`config.mk`:
```
export PLATFORM = sky130hd
export DESIGN_NAME = eew_store
export DESIGN_NICKNAME = d
export VERILOG_FILES = /design/src/design/eew_pkg.sv /design/src/design/eew_rec_eval.sv /design/src/design/eew_store.sv
export SDC_FILE = /design/constraint.sdc
export NUM_CORES = 2
export LEC_CHECK = 0
export BUFFER_PORTS_ARGS = -buffer_cell sky130_fd_sc_hd__clkbuf_2
export CAP_MARGIN = 20
export CORE_MARGIN = 2
export CORE_UTILIZATION = 50
export CTS_CLUSTER_SIZE = 28
export DETAILED_ROUTE_END_ITERATION = 6
export GPL_TIMING_DRIVEN = 0
export PLACE_DENSITY = 0.69
export SKIP_CTS_REPAIR_TIMING = 1
export SYNTH_ARGS = -nofsm -noshare
export SYNTH_HDL_FRONTEND = slang
export SYNTH_SLANG_ARGS = --single-unit
```
`constraint.sdc`:
```
create_clock -name clk_sys -period 5.03 [get_ports clk_sys]
set_clock_uncertainty 0.1 [all_clocks]
set_input_delay 0.503 -clock clk_sys [delete_from_list [all_inputs] [get_ports clk_sys]]
set_output_delay 0.503 -clock clk_sys [all_outputs]
set_load 0.005 [all_outputs]
```
`src/design/eew_pkg.sv`:
```
`default_nettype none
package eew_pkg;
    localparam int EEW_CLK_MHZ = 100;
    localparam int EEW_T_PROG_US = 100;
    localparam int EEW_T_ERPG_US = 1500;
    localparam int EEW_PROG_CYC = EEW_T_PROG_US * EEW_CLK_MHZ;
    localparam int EEW_ERPG_CYC = EEW_T_ERPG_US * EEW_CLK_MHZ;
    localparam int EEW_DEPTH = 16;
    localparam int EEW_DATA_W = 16;
    localparam int EEW_ST_W = 2;
    // record state codes; bits fall from erased to started to done, but retiring a record to stale sets bit 0
    localparam logic [1:0] EEW_ST_ERASED = 2'h3;
    localparam logic [1:0] EEW_ST_STARTED = 2'h2;
    localparam logic [1:0] EEW_ST_STALE = 2'h1;
    localparam logic [1:0] EEW_ST_DONE = 2'h0;

    typedef enum logic [4:0] {
        EEW_S_SCAN = 5'h01,
        EEW_S_IDLE = 5'h02,
        EEW_S_CLEAN = 5'h04,
        EEW_S_LAUNCH = 5'h08,
        EEW_S_PROG = 5'h10
    } eew_state_t;
endpackage
`default_nettype wire

```
`src/design/eew_rec_eval.sv`:
```
`timescale 1ns/1ps
`default_nettype none
module eew_rec_eval
    import eew_pkg::*;
#(
    parameter int DATA_W = EEW_DATA_W
) (
    // the two backup records of one address
    input wire logic [DATA_W+1:0] rec0,
    input wire logic [DATA_W+1:0] rec1,
    // verdict
    output logic valid,
    output logic sel,
    output logic [DATA_W-1:0] data,
    output logic incompl0,
    output logic incompl1
);
    logic done0;
    logic done1;

    always_comb begin
        done0 = rec0[DATA_W+1:DATA_W] == EEW_ST_DONE;
        done1 = rec1[DATA_W+1:DATA_W] == EEW_ST_DONE;
        incompl0 = rec0[DATA_W+1:DATA_W] == EEW_ST_STARTED;
        incompl1 = rec1[DATA_W+1:DATA_W] == EEW_ST_STARTED;
        valid = done0 | done1;
        sel = done1 & ~done0;
        // no finished record means the location reads as erased
        if (done0) begin
            data = rec0[DATA_W-1:0];
        end else if (done1) begin
            data = rec1[DATA_W-1:0];
        end else begin
            data = '1;
        end
    end
endmodule
`default_nettype wire

```
`src/design/eew_store.sv`:
```
`timescale 1ns/1ps
`default_nettype none
module eew_store
    import eew_pkg::*;
#(
    parameter int DATA_W = EEW_DATA_W,
    parameter int DEPTH = EEW_DEPTH,
    parameter int PROG_CYC = EEW_PROG_CYC,
    parameter int ERPG_CYC = EEW_ERPG_CYC,
    localparam int AW = $clog2(DEPTH),
    localparam int CW = $clog2(ERPG_CYC + 1),
    localparam int RW = DATA_W + EEW_ST_W
) (
    // clock and reset
    input wire logic clk_sys,
    input wire logic arst_n,
    // host write
    input wire logic wr_req,
    input wire logic [AW-1:0] wr_addr,
    input wire logic [DATA_W-1:0] wr_data,
    // host read
    input wire logic rd_req,
    input wire logic [AW-1:0] rd_addr,
    output logic [DATA_W-1:0] rd_data,
    // status
    output logic store_ready_flag,
    output logic command_complete_flag
);
    // nonvolatile backup records, two slots per address; never reset
    // the array leaves the factory erased, so the first scan finds no records
    logic [RW-1:0] rec_mem [DEPTH][2] = '{default: '1};
    logic [DATA_W-1:0] ram_mem [DEPTH];

    eew_state_t state_reg, state_next;
    logic [AW-1:0] idx_reg, idx_next;
    logic [CW-1:0] cnt_reg, cnt_next;
    logic [CW-1:0] lim_reg, lim_next;
    logic [AW-1:0] job_addr_reg, job_addr_next;
    logic [DATA_W-1:0] job_data_reg, job_data_next;
    logic job_slot_reg, job_slot_next;
    logic [DEPTH-1:0] vslot_reg, vslot_next;
    logic [DEPTH-1:0] vhas_reg, vhas_next;
    logic [2*DEPTH-1:0] comp_reg, comp_next;
    logic ready_reg, ready_next;
    logic ccf_reg, ccf_next;
    logic [DATA_W-1:0] rd_reg, rd_next;

    // memory write strobes
    logic [1:0] rw_en;
    logic [AW-1:0] rw_addr;
    logic [RW-1:0] rw_val0;
    logic [RW-1:0] rw_val1;
    logic ram_we;
    logic [AW-1:0] ram_wa;
    logic [DATA_W-1:0] ram_wd;

    logic ev_valid;
    logic ev_sel;
    logic [DATA_W-1:0] ev_data;
    logic ev_inc0;
    logic ev_inc1;
    logic [AW:0] clean_idx;
    logic wr_take;

    function automatic logic [RW-1:0] mk_rec(input logic [1:0] st, input logic [DATA_W-1:0] d);
        mk_rec = {st, d};
    endfunction

    function automatic logic [AW:0] first_set(input logic [2*DEPTH-1:0] v);
        first_set = '0;
        for (int i = 2 * DEPTH - 1; i >= 0; i--) begin
            if (v[i]) begin
                first_set = (AW + 1)'(i);
            end
        end
    endfunction

    eew_rec_eval #(
        .DATA_W(DATA_W)
    ) u_eval (
        .rec0(rec_mem[idx_reg][0]),
        .rec1(rec_mem[idx_reg][1]),
        .valid(ev_valid),
        .sel(ev_sel),
        .data(ev_data),
        .incompl0(ev_inc0),
        .incompl1(ev_inc1)
    );

    assign wr_take = (state_reg == EEW_S_IDLE) && wr_req;

    always_comb begin
        state_next = state_reg;
        idx_next = idx_reg;
        cnt_next = cnt_reg;
        lim_next = lim_reg;
        job_addr_next = job_addr_reg;
        job_data_next = job_data_reg;
        job_slot_next = job_slot_reg;
        vslot_next = vslot_reg;
        vhas_next = vhas_reg;
        comp_next = comp_reg;
        ready_next = ready_reg;
        ccf_next = ccf_reg;
        rd_next = rd_reg;
        rw_en = 2'b00;
        rw_addr = job_addr_reg;
        rw_val0 = '1;
        rw_val1 = '1;
        ram_we = 1'b0;
        ram_wa = job_addr_reg;
        ram_wd = job_data_reg;
        clean_idx = first_set(comp_reg);
        if (ready_reg && rd_req) begin
            rd_next = ram_mem[rd_addr];
        end
        unique case (state_reg)
            EEW_S_SCAN: begin
                // any reset lands here, so a brownout and a plain reset are alike
                rw_addr = idx_reg;
                rw_val0 = mk_rec(EEW_ST_STALE, rec_mem[idx_reg][0][DATA_W-1:0]);
                rw_val1 = mk_rec(EEW_ST_STALE, rec_mem[idx_reg][1][DATA_W-1:0]);
                rw_en = {ev_inc1, ev_inc0};
                comp_next[2*idx_reg] = comp_reg[2*idx_reg] | ev_inc0;
                comp_next[2*idx_reg+1] = comp_reg[2*idx_reg+1] | ev_inc1;
                ram_we = 1'b1;
                ram_wa = idx_reg;
                ram_wd = ev_data;
                vslot_next[idx_reg] = ev_sel;
                vhas_next[idx_reg] = ev_valid;
                if (idx_reg == AW'(DEPTH - 1)) begin
                    state_next = EEW_S_IDLE;
                    ready_next = 1'b1;
                    ccf_next = 1'b1;
                end else begin
                    idx_next = idx_reg + AW'(1);
                end
            end
            EEW_S_IDLE: begin
                if (wr_req) begin
                    ram_we = 1'b1;
                    ram_wa = wr_addr;
                    ram_wd = wr_data;
                    job_addr_next = wr_addr;
                    job_data_next = wr_data;
                    ready_next = 1'b0;
                    ccf_next = 1'b0;
                    state_next = (comp_reg != '0) ? EEW_S_CLEAN : EEW_S_LAUNCH;
                end
            end
            EEW_S_CLEAN: begin
                // drop one compromised record per cycle; the valid twin remains
                rw_addr = clean_idx[AW:1];
                rw_en = clean_idx[0] ? 2'b10 : 2'b01;
                comp_next[clean_idx] = 1'b0;
                if ((comp_reg & (comp_reg - 1'b1)) == '0) begin
                    state_next = EEW_S_LAUNCH;
                end
            end
            EEW_S_LAUNCH: begin
                if (job_data_reg == '1) begin
                    rw_en = 2'b11;
                    vhas_next[job_addr_reg] = 1'b0;
                    state_next = EEW_S_IDLE;
                    ready_next = 1'b1;
                    ccf_next = 1'b1;
                end else begin
                    job_slot_next = vhas_reg[job_addr_reg] & ~vslot_reg[job_addr_reg];
                    rw_en = job_slot_next ? 2'b10 : 2'b01;
                    rw_val0 = mk_rec(EEW_ST_STARTED, job_data_reg);
                    rw_val1 = rw_val0;
                    if (rec_mem[job_addr_reg][job_slot_next][DATA_W+1:DATA_W] == EEW_ST_ERASED) begin
                        lim_next = CW'(PROG_CYC);
                    end else begin
                        lim_next = CW'(ERPG_CYC);
                    end
                    cnt_next = '0;
                    state_next = EEW_S_PROG;
                end
            end
            EEW_S_PROG: begin
                cnt_next = cnt_reg + CW'(1);
                if (cnt_reg == lim_reg - CW'(1)) begin
                    // new record finished and old one retired in the same cycle
                    rw_val0 = mk_rec(job_slot_reg ? EEW_ST_STALE : EEW_ST_DONE,
                        rec_mem[job_addr_reg][0][DATA_W-1:0]);
                    rw_val1 = mk_rec(job_slot_reg ? EEW_ST_DONE : EEW_ST_STALE,
                        rec_mem[job_addr_reg][1][DATA_W-1:0]);
                    rw_en = vhas_reg[job_addr_reg] ? 2'b11 : (job_slot_reg ? 2'b10 : 2'b01);
                    vslot_next[job_addr_reg] = job_slot_reg;
                    vhas_next[job_addr_reg] = 1'b1;
                    state_next = EEW_S_IDLE;
                    ready_next = 1'b1;
                    ccf_next = 1'b1;
                end
            end
        endcase
    end

    always_ff @(posedge clk_sys or negedge arst_n) begin
        if (!arst_n) begin
            state_reg <= EEW_S_SCAN;
            idx_reg <= '0;
            cnt_reg <= '0;
            lim_reg <= '0;
            job_addr_reg <= '0;
            job_data_reg <= '0;
            job_slot_reg <= 1'b0;
            vslot_reg <= '0;
            vhas_reg <= '0;
            comp_reg <= '0;
            ready_reg <= 1'b0;
            ccf_reg <= 1'b0;
            rd_reg <= '0;
        end else begin
            state_reg <= state_next;
            idx_reg <= idx_next;
            cnt_reg <= cnt_next;
            lim_reg <= lim_next;
            job_addr_reg <= job_addr_next;
            job_data_reg <= job_data_next;
            job_slot_reg <= job_slot_next;
            vslot_reg <= vslot_next;
            vhas_reg <= vhas_next;
            comp_reg <= comp_next;
            ready_reg <= ready_next;
            ccf_reg <= ccf_next;
            rd_reg <= rd_next;
        end
    end

    always_ff @(posedge clk_sys) begin
        if (rw_en[0]) begin
            rec_mem[rw_addr][0] <= rw_val0;
        end
        if (rw_en[1]) begin
            rec_mem[rw_addr][1] <= rw_val1;
        end
        if (ram_we) begin
            ram_mem[ram_wa] <= ram_wd;
        end
    end

    assign rd_data = rd_reg;
    assign store_ready_flag = ready_reg;
    assign command_complete_flag = ccf_reg;

    a_ready_in_scan: assert property (@(posedge clk_sys) disable iff (!arst_n)
        (state_reg == EEW_S_SCAN) |-> !store_ready_flag)
        else $error("store ready while start-up copy runs");
    a_no_early_write: assert property (@(posedge clk_sys) disable iff (!arst_n)
        (state_reg == EEW_S_SCAN) |=> (state_reg != EEW_S_LAUNCH && state_reg != EEW_S_PROG))
        else $error("write serviced before record check");
    a_prog_short: assert property (@(posedge clk_sys) disable iff (!arst_n)
        (state_reg == EEW_S_LAUNCH && job_data_reg != '1
         && rec_mem[job_addr_reg][job_slot_next][DATA_W+1:DATA_W] == EEW_ST_ERASED)
        |=> lim_reg == CW'(PROG_CYC))
        else $error("program to erased slot not on short timing");
    a_erpg_bound: assert property (@(posedge clk_sys) disable iff (!arst_n)
        (state_reg == EEW_S_PROG) |-> (cnt_reg < lim_reg && lim_reg <= CW'(ERPG_CYC)))
        else $error("backup operation overran its time");
    a_mark_comp: assert property (@(posedge clk_sys) disable iff (!arst_n)
        (state_reg == EEW_S_SCAN && ev_inc0)
        |=> (rec_mem[$past(idx_reg)][0][DATA_W+1:DATA_W] == EEW_ST_STALE
             && comp_reg[2*$past(idx_reg)]))
        else $error("half-written record not flagged");
    a_mark_comp_hi: assert property (@(posedge clk_sys) disable iff (!arst_n)
        (state_reg == EEW_S_SCAN && ev_inc1)
        |=> (rec_mem[$past(idx_reg)][1][DATA_W+1:DATA_W] == EEW_ST_STALE
             && comp_reg[2*$past(idx_reg)+1]))
        else $error("half-written spare record not flagged");
    a_replace_comp: assert property (@(posedge clk_sys) disable iff (!arst_n)
        wr_take && comp_reg != '0 |=> state_reg == EEW_S_CLEAN ##1 !comp_reg[$past(clean_idx)])
        else $error("compromised record not replaced on next write");
    a_pre_erase: assert property (@(posedge clk_sys) disable iff (!arst_n)
        (state_reg == EEW_S_LAUNCH && job_data_reg == '1)
        |=> (command_complete_flag && !vhas_reg[job_addr_reg]))
        else $error("all-ones write did not pre-erase");
    a_busy_flag: assert property (@(posedge clk_sys) disable iff (!arst_n)
        wr_take |=> !command_complete_flag && !store_ready_flag)
        else $error("flags not lowered while backup runs");
    a_ram_load: assert property (@(posedge clk_sys) disable iff (!arst_n)
        (state_reg == EEW_S_SCAN) |=> ram_mem[$past(idx_reg)] == $past(ev_data))
        else $error("store not loaded with last valid value");
endmodule
`default_nettype wire

```
Word-level counts from Yosys, hierarchy flattened
Memories as Yosys holds them, arrays and structs flattened. A register that Yosys moved wholly into a read port is not among the register bits.
Index checks and enable logic that the tools add are counted.
{ "classes": {"n_addsub": 5, "order_cmp": 11, "n_eq_ne": 17, "n_mux": 108, "bitwise_logic": 16, "reduce_logical": 23} }
{ "op_table": {"columns": ["cell", "count"], "rows": [
  ["$mux 5", 37],
  ["$mux 18", 7],
  ["$pmux 18 s3", 2],
  ["$mux 16", 6],
  ["$and 32x32->32", 2],
  ["$bwmux 32", 2],
  ["$pmux 16 s2", 2],
  ["$pmux 32 s2", 1],
  ["$bwmux 16", 3],
  ["$pmux 16 s3", 1],
  ["$pmux 18 s2", 1],
  ["$logic_not 32->1", 1],
  ["$not 32->32", 1],
  ["$reduce_bool 32->1", 1],
  ["$sub 32x1->32 const B", 1],
  ["$pmux 5 s5", 1],
  ["$mux 1", 22],
  ["$add 18x1->18 const B", 1],
  ["$eq 18x18->1", 1],
  ["$sub 18x1->18 const B", 1],
  ["$mux 17", 1],
  ["$and 16x16->16", 1],
  ["$eq 16x16->1 const B", 1],
  ["$not 16->16", 1],
  ["42 further kinds", 82]
]} }
{ "totals": {"reg_bits": 131, "mem_bits_rw": 832, "wordCells": 193, "memories": 2} }
{ "memory_table": {"columns": ["memory", "words", "word_bits", "rd", "rd_ports_with_merged_regs", "wr", "line_no", "text"], "rows": [
  ["rec_mem", 16, 36, 2, 0, 1, "eew_store.sv:31", "logic [RW-1:0] rec_mem [DEPTH][2] = '{default: '1};"],
  ["ram_mem", 16, 16, 1, 1, 1, "eew_store.sv:32", "logic [DATA_W-1:0] ram_mem [DEPTH];"]
]} }

Logic depth before layout (Yosys ltp)
{ "depth": {"ltp_word": 39, "ltp_mapped": 15} }

Cells and area by module
From an unflattened synthesis, not the netlist that was laid out.
{ "unflattened": {"cells_unflattened": 2660, "area_unflattened_um2": 45167.1} }
{ "by_module_without_submodules": {"columns": ["mod", "n_inst", "cells_each", "area_each_um2", "seq_area_each_um2"], "rows": [
  ["eew_store", 1, 2597, 44831.7, 28288.4],
  ["eew_rec_eval", 1, 63, 335.3, 0.0]
]} }

Least setup slack after synthesis
No wires, ideal clock.
{ "synth_timing": {"path_type": "register -> register", "start": "reg lim_reg[14]", "end": "mem rec_mem[14][18] (netlist name), enable pin", "setup_time_ns": 0.395, "t_arrival_ns": 3.318, "t_required_ns": 4.535, "slack_ns": 1.218, "path_stages_with_launch": 13, "n_path_buf": 1, "period_less_slack_ns": 3.812, "cell_sequence": "dfrtp_1 > buf_2 > inv_1 > ha_1 > nor4b_1 > a22o_1 > nand2_1 > a2111oi_2 > and2_1 > o21ai_0 > nand4_1 > and3_1 > nor2b_1"} }
{ "synth_via": {"elab_chain_len": 6} }
{ "synth_lines": {"columns": ["item", "line_no", "text"], "rows": [
  ["start: declaration", "eew_store.sv:37", "logic [CW-1:0] lim_reg, lim_next;"],
  ["start signal: assignment", "eew_store.sv:219", "lim_reg <= lim_next;"],
  ["$sub 18x1->18", "eew_store.sv:183", "if (cnt_reg == lim_reg - CW'(1)) begin"],
  ["$eq 18x18->1", "eew_store.sv:183", null],
  ["$mux 2", "eew_store.sv:183", null],
  ["$pmux 2 s4", "eew_store.sv:117", "unique case (state_reg)"],
  ["$mux 1", "eew_store.sv:233", "if (rw_en[0]) begin"],
  ["$mux 1 (not written as such)", "eew_store.sv:234", "rec_mem[rw_addr][0] <= rw_val0;"],
  ["end: declaration", "eew_store.sv:31", null]
]} }
Every way passes these cells.

Worst setup path in the final report
{ "layout_timing": {"start": "reg idx_reg[0]", "end": "mem ram_mem[3][12] (netlist name) (data pin)"} }
{ "layout_via": {"elab_chain_len": 5, "word_cells_on_any_way": 6, "classes_between": "mux: 3; reduce/logical: 2; memory: 1"} }
{ "layout_lines": {"columns": ["item", "line_no", "text"], "rows": [
  ["start: declaration", "eew_store.sv:35", "logic [AW-1:0] idx_reg, idx_next;"],
  ["start signal: assignment", "eew_store.sv:217", "idx_reg <= idx_next;"],
  ["$mem_v2 16x36 (*)", null, null],
  ["$logic_not 2->1", "eew_rec_eval.sv:23", "done1 = rec1[DATA_W+1:DATA_W] == EEW_ST_DONE;"],
  ["$mux 16", "eew_rec_eval.sv:31", "end else if (done1) begin"],
  ["$mux 16 (*)", "eew_rec_eval.sv:29", "if (done0) begin"],
  ["$pmux 16 s2 (*)", "eew_store.sv:117", null],
  ["named net ram_wd[12]", "eew_store.sv:55", "logic [DATA_W-1:0] ram_wd;"],
  ["end: declaration", "eew_store.sv:32", null]
]} }
Mark *: on every way through the listed nets, which the timed path passes. The rest lies on a longest branch.

==> summary.txt <==
Drt initial violations - 4401
Inserted Clock Buffers - 99
Tmin final - 4.971 ns
Clk buf depth - 3
Commonest non-fill, non-tap cell in the layout - edfxtp_1
Int Power - 17040 uW
Switching pwr - 7830 uW
Avg WL per Cell - 34.23 um
Syn Std Cell Area - 44850 um2
Fin crit share - 98.82%
Syn Area/Cell - 17.15 um2
Worst vdd ir - 0.3688 mV
Number of synthesized flops with an enable pin - 832
DPL Wire Length - 91880 um
PD cells - 486.5 nW/um2
Final hold vios - 2
Htree depth - 3
Max_cap viols - 0
All-Layer GR Usage - 30.50%
CP max FO - 15
Final TNS setup - 0 ns
First-pass GRT wire length - 198000 um
Worst Tran Pin Value - 1.281 ns
Clock power frac - 30.0%
Layout cell share with drive strength beyond 1 - 28.41%
GR Util met3 - 8.981%
Pins over their slew limit - 0
Initial antenna violation count - 1
F_max - 0.2012 GHz
Die W - 303.5 um
Synth Instances - 2615
Root Buffer - clkbuf_16
Setup violations, final - 0
Buffers on Ports - 41
Grt peak-use layer - met2
TritonRoute pass-1 iters - 6
Core ar. - 88650 um2
Critical path's top delay family - buffers and inverters
Unrepaired setup endpoints after global routing - false
Netlist cell types - 78
Startpoint types - flop
Worst min path class - in2reg
DRC viols - 0
Leak - 0.01652 uW
Worst-path clk slew - 0.06 ns
Switching Fraction - 31.49%
Clk_lat worst skew - 0.70 ns
Main synth FF type - edfxtp_1
Sequential Power Share - 42.4%
CP arrival - 5.29 ns
Critical-path cell list - buf_6, buf_8, buf_2, clkbuf_1, buf_2, mux4_2, mux4_2, o22ai_1, a21oi_1, buf_4
Setup WS pre-CTS - -0.8085 ns
Critical-path top delay cell - mux4_2
# nets final - 2863
Die Y - 303.5 um
# rows - 109
Post-route ant nets - 0
Drt total wl - 139400 um
Largest cells by area after synthesis - edfxtp_1 (56%), mux4_2 (22%), dfrtp_1 (7.3%)
Worst Path Required - 5.35 ns
YS warnings - 0
Syn Nets - 2652
Failing checks - negative hold slack
Starting Density - 50.59%
Largest area contributor in the netlist - edfxtp_1
Total gr overflow - 0
Most frequent cells in the layout - edfxtp_1 (832), mux4_2 (439), nand2_1 (189)
CTS sink cnt - 964
Relative slew margins - 13.71%
Die ar. - 92110 um2
Status - complete, but fails checks
Post-synth ARST share - 13.69%
Buf/Inv on CP - 6
TritonCTS clock tree - done
Vias/cell - 7.033
Sequential area share after synthesis - 63.07%
Top cell type's share of synthesized area - 55.70%
Comb pwr share - 27.6%
Final GP Congestion - 0.9010
Max FFs per register - 576
Grt met1 use - 40.60%
Largest net degree at the start of global routing - 99
Fin worst setup slack - 0.05925 ns
Post-synthesis register bit count - 964
Crit path largest cell delay - 0.58 ns
Vias - 28640
IO Pins - 46
Vias in the first global route - 28390
Layout area overhead - 13.96%
GR Layer Usage met2 - 46.81%
CP Class - reg2reg
Critical path endpoint category - flop
Hold_ws - -0.007902 ns
[final timing paths]
path | startpoint | to | slack [ns] | cells after the start
max | idx_reg[0] | ram_mem[3][12] | 0.06 | 10
min | wr_data[12] | job_data_reg[12] | -0.008 | 3
max reg2reg | idx_reg[0] | ram_mem[3][12] | 0.06 | 10
min reg2reg | vslot_reg[9] | vslot_reg[9] | 0.39 | 1
max in group asynchronous | arst_n | idx_reg[0] | 3.78 | 3
min in group asynchronous | arst_n | cnt_reg[11] | 0.19 | 2
[per-layer routing]
metal | vias up | share of wire [%]
met5 | - | 0
met4 | 0 | 5.2
li1 | 11290 | -
met3 | 413 | 13
met2 | 2195 | 46
met1 | 14750 | 36
[final cells by class]
| type | count | area [um2] |
|---|---|---|
| clock inverters | 67 | 721.9 |
| inverters | 16 | 60.06 |
| flip-flops and latches | 964 | 28290 |
| plain buffers | 188 | 798.3 |
| repair buffers | 110 | 1214 |
| clock buffers | 115 | 2537 |
| fillers | 6568 | 37540 |
| diodes | 1 | 2.502 |
| well taps | 1165 | 1458 |
| multi-input cells | 1447 | 16030 |
[cells by family (layout without fill, tap and decap cells)]
logic type	Yosys count	in the layout	synth area share (%)
flops	964	964	63.07
simple gates	556	556	5.758
mux	470	470	23.02
compound gates	390	390	5.618
buf+inv	204	496	1.847
xor+xnor	22	22	0.4296
fa+ha+maj	9	9	0.2511
other cells	0	1	0
[cells in the mapped netlist (24+ instances only)]
library cell and number:
nand2_1 189, o21ai_1 24, buf_1 47, a31oi_1 24, nand3_1 53, nor3_1 48, dfrtp_1 131, o21ai_0 110
a21oi_1 88, a221o_1 35, nor2_1 143, edfxtp_1 832, mux4_2 439, clkbuf_1 116
[worst register-to-register path, stage by stage, from the launching register on]
cell,delay [ns]
dfrtp_1,0.52
buf_6,0.25
buf_8,0.19
buf_2,0.38
clkbuf_1,0.47
buf_2,0.54
mux4_2,0.59
mux4_2,0.52
o22ai_1,0.58
a21oi_1,0.29
buf_4,0.26
[per-stage QoR]
step,util (%),instances,total power [uW],area (um2)
after CTS,57.29,4051,24580,50790
final,57.66,4073,24870,51110
after global placement,52.47,3821,16560,46510
after global routing,57.65,4072,25520,51110
after detailed placement,53.61,3869,17210,47530
after floorplan,-,2615,14490,44850
[power groups by stage]
stage	combinational, uW	clock (uW)	sequential [uW]
finish	6870	7460	10500
global route	7140	7800	10600
CTS	6540	7500	10500
detailed placement	6510	0	10700
global placement	5890	0	10700
floorplan	3890	0	10600
Power figures use the tool's default switching activity.
